<file path="config.mk">
export PLATFORM = sky130hd
export DESIGN_NAME = cfc_core
export DESIGN_NICKNAME = d
export VERILOG_FILES = /design/src/inc/cfc_pkg.sv /design/src/hdl/cfc_core.sv
export SDC_FILE = /design/constraint.sdc
export NUM_CORES = 1
export LEC_CHECK = 0
export BUFFER_PORTS_ARGS = -buffer_cell sky130_fd_sc_hd__buf_2
export CAP_MARGIN = 20
export CORE_ASPECT_RATIO = 1.2
export CORE_MARGIN = 3
export CORE_UTILIZATION = 45
export DETAILED_ROUTE_END_ITERATION = 7
export HOLD_SLACK_MARGIN = 0.02
export PLACE_DENSITY = 0.68
export SLEW_MARGIN = 5
export SYNTH_ARGS = -nofsm -noshare
export SYNTH_HDL_FRONTEND = slang
export SYNTH_SLANG_ARGS = --single-unit
</file>
<file path="constraint.sdc">
create_clock -name clock -period 3.7 [get_ports clock]
set_input_delay 0.37 -clock clock [delete_from_list [all_inputs] [get_ports clock]]
set_output_delay 0.37 -clock clock [all_outputs]
set_load 0.03 [all_outputs]
</file>
<file path="src/inc/cfc_pkg.sv">
package cfc_pkg;
  // ------------------------------------------------------------
  // Register map
  // ------------------------------------------------------------
  localparam int ADDR_W = 8;
  localparam logic [7:0] OFS_CORE_CTRL = 8'h00;
  localparam logic [7:0] OFS_PROT_STAT = 8'h04;
  localparam logic [7:0] OFS_TOUT_CFG = 8'h08;
  localparam logic [7:0] OFS_TOUT_VAL = 8'h0c;
  localparam logic [7:0] OFS_TX_ADD = 8'h10;
  localparam logic [7:0] OFS_TX_CANCEL = 8'h14;
  localparam logic [7:0] OFS_TX_PEND = 8'h18;
  localparam logic [7:0] OFS_IRQ_STAT = 8'h1c;
  localparam logic [7:0] OFS_IRQ_MASK = 8'h20;
  // ------------------------------------------------------------
  // Core control fields
  // ------------------------------------------------------------
  localparam int CC_INIT = 0;
  localparam int CC_CCE = 1;
  localparam int CC_MON = 2;
  localparam int CC_DAR = 3;
  localparam int CC_TEST = 4;
  localparam int CC_PROTOCOL_EXCEPTION_HANDLING_DISABLE = 5;
  localparam int CC_FD_OPERATION_ENABLE = 6;
  localparam int CC_BRSE = 7;
  localparam logic [7:0] CC_RESET = 8'h01;
  // ------------------------------------------------------------
  // Protocol status and timeout fields
  // ------------------------------------------------------------
  localparam int PS_PXE = 2;
  localparam int PS_FD = 3;
  localparam int PS_BRS = 4;
  localparam int TC_EN = 0;
  localparam int TC_TOP_LSB = 16;
  localparam logic [15:0] TOP_RESET = 16'hffff;
  // ------------------------------------------------------------
  // Interrupt status fields
  // ------------------------------------------------------------
  localparam int IRQ_W = 5;
  localparam int IRQ_RX = 0;
  localparam int IRQ_TX = 1;
  localparam int IRQ_TOUT = 2;
  localparam int IRQ_PXE = 3;
  localparam int IRQ_PERR = 4;
  // ------------------------------------------------------------
  // Receive destinations and bus integration
  // ------------------------------------------------------------
  localparam logic [1:0] DEST_NONE = 2'h3;
  localparam logic [3:0] IDLE_BITS = 4'hb;
  localparam logic [3:0] DLC_CLASSIC_MAX = 4'h8;
  typedef enum logic [1:0] {
    ACT_SYNC = 2'h0,
    ACT_IDLE = 2'h1,
    ACT_RX = 2'h2,
    ACT_TX = 2'h3
  } cfc_act_t;
endpackage
</file>
<file path="src/hdl/cfc_core.sv">
`timescale 1ns/1ns
module cfc_core
  import cfc_pkg::*;
#(
  parameter int TX_BUFS = 8
) (
  input wire logic clock,
  input wire logic clk_en,
  input wire logic rst_b,
  input wire logic [ADDR_W-1:0] reg_addr,
  input wire logic [31:0] reg_wdata,
  input wire logic reg_wr,
  input wire logic reg_rd,
  output logic [31:0] reg_rdata,
  output logic irq,
  input wire logic sample_point,
  input wire logic rx_bit,
  input wire logic rx_sof,
  input wire logic hdr_valid,
  input wire logic hdr_fdf,
  input wire logic hdr_res,
  input wire logic hdr_brs,
  input wire logic rx_done,
  input wire logic rx_match,
  input wire logic [1:0] rx_dest,
  input wire logic [28:0] rx_id,
  input wire logic [3:0] rx_dlc,
  input wire logic rx_rtr,
  input wire logic tx_done,
  input wire logic tx_ok,
  output logic tx_start,
  output logic [$clog2(TX_BUFS+1)-1:0] tx_index,
  output logic tx_fd,
  output logic tx_brs,
  output logic rx_store,
  output logic [1:0] rx_store_dest,
  output logic [28:0] rx_store_id,
  output logic [3:0] rx_store_dlc,
  output logic [6:0] rx_store_len,
  output logic rx_store_remote,
  output logic brs_switch,
  output logic error_frame,
  output logic test_mode,
  output logic bus_monitor_enable,
  output logic [1:0] activity_state
);
  localparam int IW = $clog2(TX_BUFS+1);

  if (TX_BUFS < 1 || TX_BUFS > 32) begin : g_bad_bufs
    $error("TX_BUFS must lie in 1..32");
  end

  // ------------------------------------------------------------
  // State
  // ------------------------------------------------------------
  logic [7:0] core_control_register;
  logic [4:0] protocol_status_register;
  logic [31:0] timeout_counter_config_register;
  logic [15:0] timeout_count_value;
  logic [TX_BUFS-1:0] tx_pend;
  logic [IRQ_W-1:0] irq_stat;
  logic [IRQ_W-1:0] irq_mask;
  cfc_act_t act;
  logic [3:0] sync_cnt;
  logic px_wait;
  logic fd_cur;
  logic [IW-1:0] tx_cur;

  // ------------------------------------------------------------
  // Register decode
  // ------------------------------------------------------------
  wire cce = core_control_register[CC_CCE];
  wire init = core_control_register[CC_INIT];
  wire cfg_ok = init & cce;
  wire fd_operation_enable = core_control_register[CC_FD_OPERATION_ENABLE];
  wire protocol_exception_handling_disable = core_control_register[CC_PROTOCOL_EXCEPTION_HANDLING_DISABLE];
  wire disable_auto_retransmit = core_control_register[CC_DAR];
  wire wr_cc = reg_wr & (reg_addr == OFS_CORE_CTRL);
  wire wr_tc = reg_wr & (reg_addr == OFS_TOUT_CFG);
  wire wr_add = reg_wr & (reg_addr == OFS_TX_ADD);
  wire wr_cancel = reg_wr & (reg_addr == OFS_TX_CANCEL);
  wire wr_mask = reg_wr & (reg_addr == OFS_IRQ_MASK);
  wire rd_ps = reg_rd & (reg_addr == OFS_PROT_STAT);
  wire rd_is = reg_rd & (reg_addr == OFS_IRQ_STAT);
  wire [7:0] wd = reg_wdata[7:0];

  // ------------------------------------------------------------
  // Core control write protection
  // ------------------------------------------------------------
  logic [7:0] cc_wr;
  assign cc_wr[CC_INIT] = wd[CC_INIT];
  assign cc_wr[CC_CCE] = init & wd[CC_INIT] & wd[CC_CCE];
  assign cc_wr[CC_MON] = cfg_ok ? wd[CC_MON]
                                : core_control_register[CC_MON] & wd[CC_MON];
  assign cc_wr[CC_TEST] = cfg_ok ? wd[CC_TEST]
                                 : core_control_register[CC_TEST] & wd[CC_TEST];
  assign cc_wr[CC_DAR] = cfg_ok ? wd[CC_DAR] : disable_auto_retransmit;
  assign cc_wr[CC_PROTOCOL_EXCEPTION_HANDLING_DISABLE] = cfg_ok ? wd[CC_PROTOCOL_EXCEPTION_HANDLING_DISABLE] : protocol_exception_handling_disable;
  assign cc_wr[CC_FD_OPERATION_ENABLE] = cfg_ok ? wd[CC_FD_OPERATION_ENABLE] : fd_operation_enable;
  assign cc_wr[CC_BRSE] = cfg_ok ? wd[CC_BRSE] : core_control_register[CC_BRSE];
  wire [7:0] next_cc = wr_cc ? cc_wr : core_control_register;

  // ------------------------------------------------------------
  // Frame header decode
  // ------------------------------------------------------------
  wire hdr_rx = hdr_valid & (act == ACT_RX);
  wire hdr_is_fd = hdr_rx & hdr_fdf;
  wire px_event = hdr_is_fd & fd_operation_enable & hdr_res;
  wire classic_err = hdr_is_fd & ~fd_operation_enable;
  wire form_err = px_event & protocol_exception_handling_disable;
  wire brs_hit = hdr_is_fd & fd_operation_enable & ~hdr_res & hdr_brs &
                 core_control_register[CC_BRSE];
  wire store_hit = rx_done & rx_match & (act == ACT_RX) & ~cce &
                   (rx_dest != DEST_NONE);
  wire tout_hit = ~cce & timeout_counter_config_register[TC_EN] & sample_point &
                  (timeout_count_value == 16'h0001);

  // ------------------------------------------------------------
  // Transmit selection
  // ------------------------------------------------------------
  logic [IW-1:0] tx_pick;
  always_comb begin
    tx_pick = '0;
    for (int i = TX_BUFS-1; i >= 0; i--) begin
      if (tx_pend[i]) begin
        tx_pick = IW'(i);
      end
    end
  end
  wire tx_go = (act == ACT_IDLE) & (|tx_pend) & ~cce & ~init & ~rx_sof &
               ~core_control_register[CC_MON];

  logic [TX_BUFS-1:0] done_mask;
  assign done_mask = (tx_done & (act == ACT_TX) & (tx_ok | disable_auto_retransmit)) ?
                     (TX_BUFS'(1) << tx_cur) : '0;
  logic [TX_BUFS-1:0] next_pend;
  assign next_pend = ((tx_pend & ~done_mask &
                       ~((wr_cancel & ~cce) ? reg_wdata[TX_BUFS-1:0] : '0)) |
                      ((wr_add & ~cce) ? reg_wdata[TX_BUFS-1:0] : '0));

  // ------------------------------------------------------------
  // Interrupts
  // ------------------------------------------------------------
  logic [IRQ_W-1:0] irq_set;
  assign irq_set[IRQ_RX] = store_hit;
  assign irq_set[IRQ_TX] = |done_mask;
  assign irq_set[IRQ_TOUT] = tout_hit;
  assign irq_set[IRQ_PXE] = px_event;
  assign irq_set[IRQ_PERR] = classic_err | form_err;
  wire [IRQ_W-1:0] next_irq_stat = (rd_is ? '0 : irq_stat) | irq_set;
  wire [IRQ_W-1:0] next_irq_mask = wr_mask ? reg_wdata[IRQ_W-1:0] : irq_mask;

  // ------------------------------------------------------------
  // Read mux
  // ------------------------------------------------------------
  logic [31:0] rd_mux;
  always_comb begin
    unique case (reg_addr)
      OFS_CORE_CTRL: rd_mux = {24'h0, core_control_register};
      OFS_PROT_STAT: rd_mux = {27'h0, protocol_status_register};
      OFS_TOUT_CFG: rd_mux = timeout_counter_config_register;
      OFS_TOUT_VAL: rd_mux = {16'h0, timeout_count_value};
      OFS_TX_PEND: rd_mux = 32'(tx_pend);
      OFS_IRQ_STAT: rd_mux = {27'h0, irq_stat};
      OFS_IRQ_MASK: rd_mux = {27'h0, irq_mask};
      default: rd_mux = 32'h0;
    endcase
  end

  // ------------------------------------------------------------
  // Payload length from dlc
  // ------------------------------------------------------------
  function automatic logic [6:0] dlc_len(input logic [3:0] d, input logic fd);
    logic [6:0] n;
    n = 7'h40;
    if (d <= DLC_CLASSIC_MAX) begin
      n = {3'h0, d};
    end else if (!fd) begin
      n = 7'h08;
    end else begin
      unique case (d)
        4'h9: n = 7'h0c;
        4'ha: n = 7'h10;
        4'hb: n = 7'h14;
        4'hc: n = 7'h18;
        4'hd: n = 7'h20;
        4'he: n = 7'h30;
        default: n = 7'h40;
      endcase
    end
    return n;
  endfunction

  // ------------------------------------------------------------
  // Registers
  // ------------------------------------------------------------
  always_ff @(posedge clock or negedge rst_b) begin
    if (!rst_b) begin
      core_control_register <= CC_RESET;
      timeout_counter_config_register <= {TOP_RESET, 16'h0};
      tx_pend <= '0;
      irq_stat <= '0;
      irq_mask <= '0;
      irq <= 1'b0;
      reg_rdata <= 32'h0;
    end else if (clk_en) begin
      core_control_register <= next_cc;
      if (wr_tc) begin
        timeout_counter_config_register <= reg_wdata;
      end
      tx_pend <= next_pend;
      irq_stat <= next_irq_stat;
      irq_mask <= next_irq_mask;
      irq <= |(next_irq_stat & next_irq_mask);
      reg_rdata <= reg_rd ? rd_mux : 32'h0;
    end
  end

  always_ff @(posedge clock or negedge rst_b) begin
    if (!rst_b) begin
      timeout_count_value <= TOP_RESET;
    end else if (clk_en) begin
      if (cce) begin
        timeout_count_value <= timeout_counter_config_register[TC_TOP_LSB +: 16];
      end else if (timeout_counter_config_register[TC_EN] && sample_point &&
                   timeout_count_value != 16'h0) begin
        timeout_count_value <= timeout_count_value - 16'h0001;
      end
    end
  end

  always_ff @(posedge clock or negedge rst_b) begin
    if (!rst_b) begin
      protocol_status_register <= '0;
    end else if (clk_en) begin
      protocol_status_register[1:0] <= act;
      protocol_status_register[PS_PXE] <= (protocol_status_register[PS_PXE] & ~rd_ps) |
                                          px_event;
      if (hdr_rx) begin
        protocol_status_register[PS_FD] <= hdr_fdf & fd_operation_enable;
        protocol_status_register[PS_BRS] <= brs_hit;
      end
    end
  end

  // ------------------------------------------------------------
  // Activity state machine
  // ------------------------------------------------------------
  always_ff @(posedge clock or negedge rst_b) begin
    if (!rst_b) begin
      act <= ACT_SYNC;
      sync_cnt <= 4'h0;
      px_wait <= 1'b0;
      fd_cur <= 1'b0;
      tx_cur <= '0;
    end else if (clk_en) begin
      if (init) begin
        act <= ACT_SYNC;
        sync_cnt <= 4'h0;
        px_wait <= 1'b0;
      end else if (px_wait && sample_point) begin
        act <= ACT_SYNC;
        sync_cnt <= 4'h0;
        px_wait <= 1'b0;
      end else begin
        unique case (act)
          ACT_SYNC: begin
            if (sample_point) begin
              sync_cnt <= rx_bit ? sync_cnt + 4'h1 : 4'h0;
              if (rx_bit && sync_cnt == IDLE_BITS - 4'h1) begin
                act <= ACT_IDLE;
              end
            end
          end
          ACT_IDLE: begin
            if (rx_sof) begin
              act <= ACT_RX;
            end else if (tx_go) begin
              act <= ACT_TX;
              tx_cur <= tx_pick;
            end
          end
          ACT_RX: begin
            if (hdr_rx) begin
              fd_cur <= hdr_fdf & fd_operation_enable;
            end
            if (px_event && !protocol_exception_handling_disable) begin
              px_wait <= 1'b1;
            end
            if (rx_done) begin
              act <= ACT_IDLE;
            end
          end
          ACT_TX: begin
            if (tx_done) begin
              act <= ACT_IDLE;
            end
          end
        endcase
      end
    end
  end

  // ------------------------------------------------------------
  // Outputs to the frame engine
  // ------------------------------------------------------------
  always_ff @(posedge clock or negedge rst_b) begin
    if (!rst_b) begin
      tx_start <= 1'b0;
      tx_index <= '0;
      tx_fd <= 1'b0;
      tx_brs <= 1'b0;
      rx_store <= 1'b0;
      rx_store_dest <= 2'h0;
      rx_store_id <= 29'h0;
      rx_store_dlc <= 4'h0;
      rx_store_len <= 7'h0;
      rx_store_remote <= 1'b0;
      brs_switch <= 1'b0;
      error_frame <= 1'b0;
      test_mode <= 1'b0;
      bus_monitor_enable <= 1'b0;
      activity_state <= 2'h0;
    end else if (clk_en) begin
      tx_start <= tx_go;
      if (tx_go) begin
        tx_index <= tx_pick;
        tx_fd <= fd_operation_enable;
        tx_brs <= fd_operation_enable & core_control_register[CC_BRSE];
      end
      rx_store <= store_hit;
      if (store_hit) begin
        rx_store_dest <= rx_dest;
        rx_store_id <= rx_id;
        rx_store_dlc <= rx_dlc;
        rx_store_len <= dlc_len(rx_dlc, fd_cur);
        rx_store_remote <= rx_rtr;
      end
      brs_switch <= brs_hit;
      error_frame <= classic_err | form_err;
      test_mode <= next_cc[CC_TEST];
      bus_monitor_enable <= next_cc[CC_MON];
      activity_state <= act;
    end
  end
endmodule

</file>
==> impl_summary.log <==
[metrics] Power Dens Cells: 563 nW/um2
[metrics] first-pass detailed-route iteration total: 6
[metrics] commonest cells after routing, fill and taps aside: buf_2, dfrtp_1, mux2_2
[metrics] post-synthesis instance total: 700
[metrics] Clk pin slew, worst setup/hold paths: 0.07 ns
[metrics] internal power: 3.99 mW
[metrics] Largest delay share family, worst path: simple AND/OR/NAND/NOR gates
[metrics] average routed wire per standard cell: 20.6 um
[metrics] maximum number of pins on one net before global-route repair: 85
[metrics] maximum vdd ir drop: 0.340 mV
[metrics] portion of synthesized cell area occupied by the leading cell type: 42.7%
[metrics] crit-path max cell delay: 0.61 ns
[metrics] met1 routing resource usage after global routing: 30.8%
[metrics] CTS tree: built
[metrics] Worst Path Arrival: 2.74 ns
[metrics] sequence of cells on the critical path: nor4_1, and4_1, a21oi_1, buf_4, o21ai_2, mux2i_1
[metrics] GR Util All Layers: 22.9%
[metrics] number of top-level design ports: 182
[metrics] RSZ-0062 raised after global routing: no
[metrics] most frequent standard cell in the layout excluding fill and tap cells: buf_2
[metrics] largest area contributor in the netlist: dfrtp_1
[metrics] clock skew after layout: 0.00918 ns
[metrics] Buf/Inv on CP: 1
[metrics] clock sinks: 175
[metrics] time the worst path needs with I/O delays and setup: 2.38 ns
[metrics] detailed router's first-iteration violation count: 661
[metrics] pins over their slew limit: 0
[metrics] hold bufs inserted after CTS: 0
[metrics] total DRC errors in the routed layout: 0
[metrics] Slowest-stage cell, CP: o21ai_2
[metrics] cts repair resizes: 0
[metrics] number of global-route vias before repair: 6411
[metrics] number of warnings reported in the yosys synthesis log: 0
[metrics] sequential share of the synthesized area: 53.1%
[metrics] vertical die dimension: 155 um
[metrics] pin slew with the least headroom to its limit: 1.06 ns
[metrics] placeable core region: 17800 um2
[metrics] path type of the worst min-delay path: in -> async
[metrics] WHS: -0.0129 ns
[metrics] count of buffers from port buffering: 180
[metrics] final weighted congestion in routability-driven placement: 0.852
[metrics] number of flops mapped to enable cells by yosys: 0
[metrics] area of the die: 20200 um2
[metrics] antenna viol nets, final: 0
[metrics] vias per inst: 5.88
[metrics] run status: finished with violations
[metrics] worst path required time: 4.06 ns
[metrics] GRT Residual Overflow: 0
[metrics] Starting Density: 46.7%
[metrics] Setup Crit Path Kind: reg -> reg
[metrics] H-tree levels: 4
[metrics] FF+latch count, synth: 175
[metrics] share of async-settable or async-resettable flops after synthesis: 100%
[metrics] antenna violations before repair: 1
[metrics] main area contributors after synthesis: dfrtp_1, dfstp_2, mux2_2
[metrics] Mapped Nets: 797
[metrics] mapped cell area: 8320 um2
[metrics] combinational share of power: 20.8%
[metrics] average cell area after synthesis: 11.9 um2
[metrics] Total Routed Length: 22500 um
[metrics] global routing met3 resource utilization: 4.81%
[metrics] Hold Vio Cnt, Final: 13
[metrics] share of the clock period used by the worst path: 64.4%
[metrics] Worst-Skew Late Latency: 0.43 ns
[metrics] Via Count: 6452
[metrics] Seq pwr share: 41.9%
[metrics] violated checks: hold timing
[metrics] Final nets: 961
[metrics] endpoint class of the critical path: flip-flop
[metrics] GR Util met2: 36.8%
[metrics] total net switching power: 1.69 mW
[metrics] CP Launch Type: flip-flop
[metrics] Area growth syn-to-layout: 21.1%
[metrics] clock buffer depth: 2
[metrics] number of cell rows: 53
[metrics] placed wire-length estimate: 16200 um
[metrics] top_reg_cell synth: dfrtp_1
[metrics] number of non-filler instances in the completed layout: 1097
[metrics] critical path fanouts, max: 15
[metrics] Max transition margin: 29.3%
[metrics] Post-CTS Setup Bufs: 0
[metrics] switching power share of the total: 29.8%
[metrics] busiest grt layer: met2
[metrics] timing-limited maximum frequency: 0.420 GHz
[metrics] leakage: 4.91 nW
[metrics] TNS Setup: 0 ns
[metrics] proportion of layout cells with a drive suffix above 1: 40.9%
[metrics] slack of the worst reg-to-reg path: 1.32 ns
[metrics] final setup fails: 0
[metrics] number of placed instances with taps included: 1064
[metrics] horizontal die dimension: 130 um
[metrics] number of distinct library cells after synthesis: 71
[metrics] clock network power share: 37.3%
[metrics] Root Buffer: clkbuf_16
[metrics] global-route wire length before repair: 35900 um
[metrics] count of max-cap constraint violations: 0
[metrics] TritonCTS Buffers: 17
## cells in the mapped netlist, types with 5 or more instances
library cell	number
nand3b_1	6
nand2_1	49
a21oi_1	26
nand2b_1	10
and3_1	7
nand3_1	16
nor3_1	16
mux2_2	62
o21ai_0	30
ha_1	5
nor4_1	6
a222oi_1	7
a32o_1	6
buf_2	8
mux2_4	30
clkbuf_1	24
o31ai_1	6
mux2i_1	7
a22oi_1	20
dfstp_2	33
a22o_1	25
dfrtp_1	142
nor2_1	33
o2bb2ai_1	25
o211ai_1	10
buf_4	5
inv_1	12
## stage by stage
step                hold slack (ns)  instance area (um2)  total power [mW]  setup WS [ns]  utilization (%)
finish                      -0.0129                10100              5.68           1.32             56.5
CTS                          0.0350                10100              5.72          0.976             56.4
global placement              0.457                 9370              3.57           1.08             52.5
floorplan                    0.0744                 8320              3.17           1.75                -
global route                 0.0411                10100              5.92           1.21             56.5
detailed placement            0.466                 9370              3.60          0.998             52.5
## metal layers
metal / share of wire (%) / vias to the layer above
met3: 5.2 / 37
met1: 42 / 3229
met4: 2.4 / 0
met2: 50 / 225
met5: 0 / -
li1: - / 2961
## power groups by stage
stage	clock [mW]	sequential [mW]	combinational, mW
finish	2.12	2.38	1.18
global route	2.24	2.41	1.27
CTS	2.15	2.38	1.20
detailed placement	0	2.41	1.19
global placement	0	2.40	1.17
floorplan	0	2.71	0.452
## final timing paths
kind / startpoint / end / cells past startpoint
worst max register to register: timeout_count_value[12]$_DFFE_PN1P_ / timeout_count_value[0]$_DFFE_PN1P_ / 6
max in group asynchronous: rst_b / core_control_register[0]$_DFFE_PN1P_ / 2
worst max-delay path: timeout_count_value[12]$_DFFE_PN1P_ / timeout_count_value[0]$_DFFE_PN1P_ / 6
worst min register to register: sync_cnt[3]$_DFFE_PN0P_ / sync_cnt[3]$_DFFE_PN0P_ / 1
worst min-delay path: rst_b / rx_store_id[14]$_DFFE_PN0P_ / 1
min in group clock: reg_wdata[19] / timeout_counter_config_register[19]$_DFFE_PN1P_ / 2
## state kept, by name, indices dropped and copies added, names as in the netlist, 5 cells and up
| register | flops |
|---|---|
| reg_rdata | 32 |
| timeout_count_value | 16 |
| rx_store_id | 29 |
| tx_pend | 8 |
| irq_stat | 5 |
| rx_store_len | 7 |
| timeout_counter_config_register | 32 |
| irq_mask | 5 |
| protocol_status_register | 5 |
| core_control_register | 8 |
## area by class of cell
type                       instances  area (um2)
sequential                       175        4420
fill                            1582        7760
multi-input combinational        469        3640
inverter                          12        45.0
timing repair buffer             189        1000
clock buffer                      21         460
antenna                            1        2.50
tap                              220         275
clock inverter                    10         233
## logic make-up (layout without fill, tap and decap cells)
group,count (synthesis),count (layout),share of synthesized area (%)
other,1,2,0.0450
xor gates and xnor gates,1,1,0.105
adders and majority gates,5,5,0.752
muxes,99,99,14.6
DFF,175,175,53.1
AOI/OAI and AO/OA,187,187,16.8
buffers and inverters,56,232,3.14
and+or+nand+nor,176,176,11.4
Note: power is estimated with default switching activity, not from simulation.
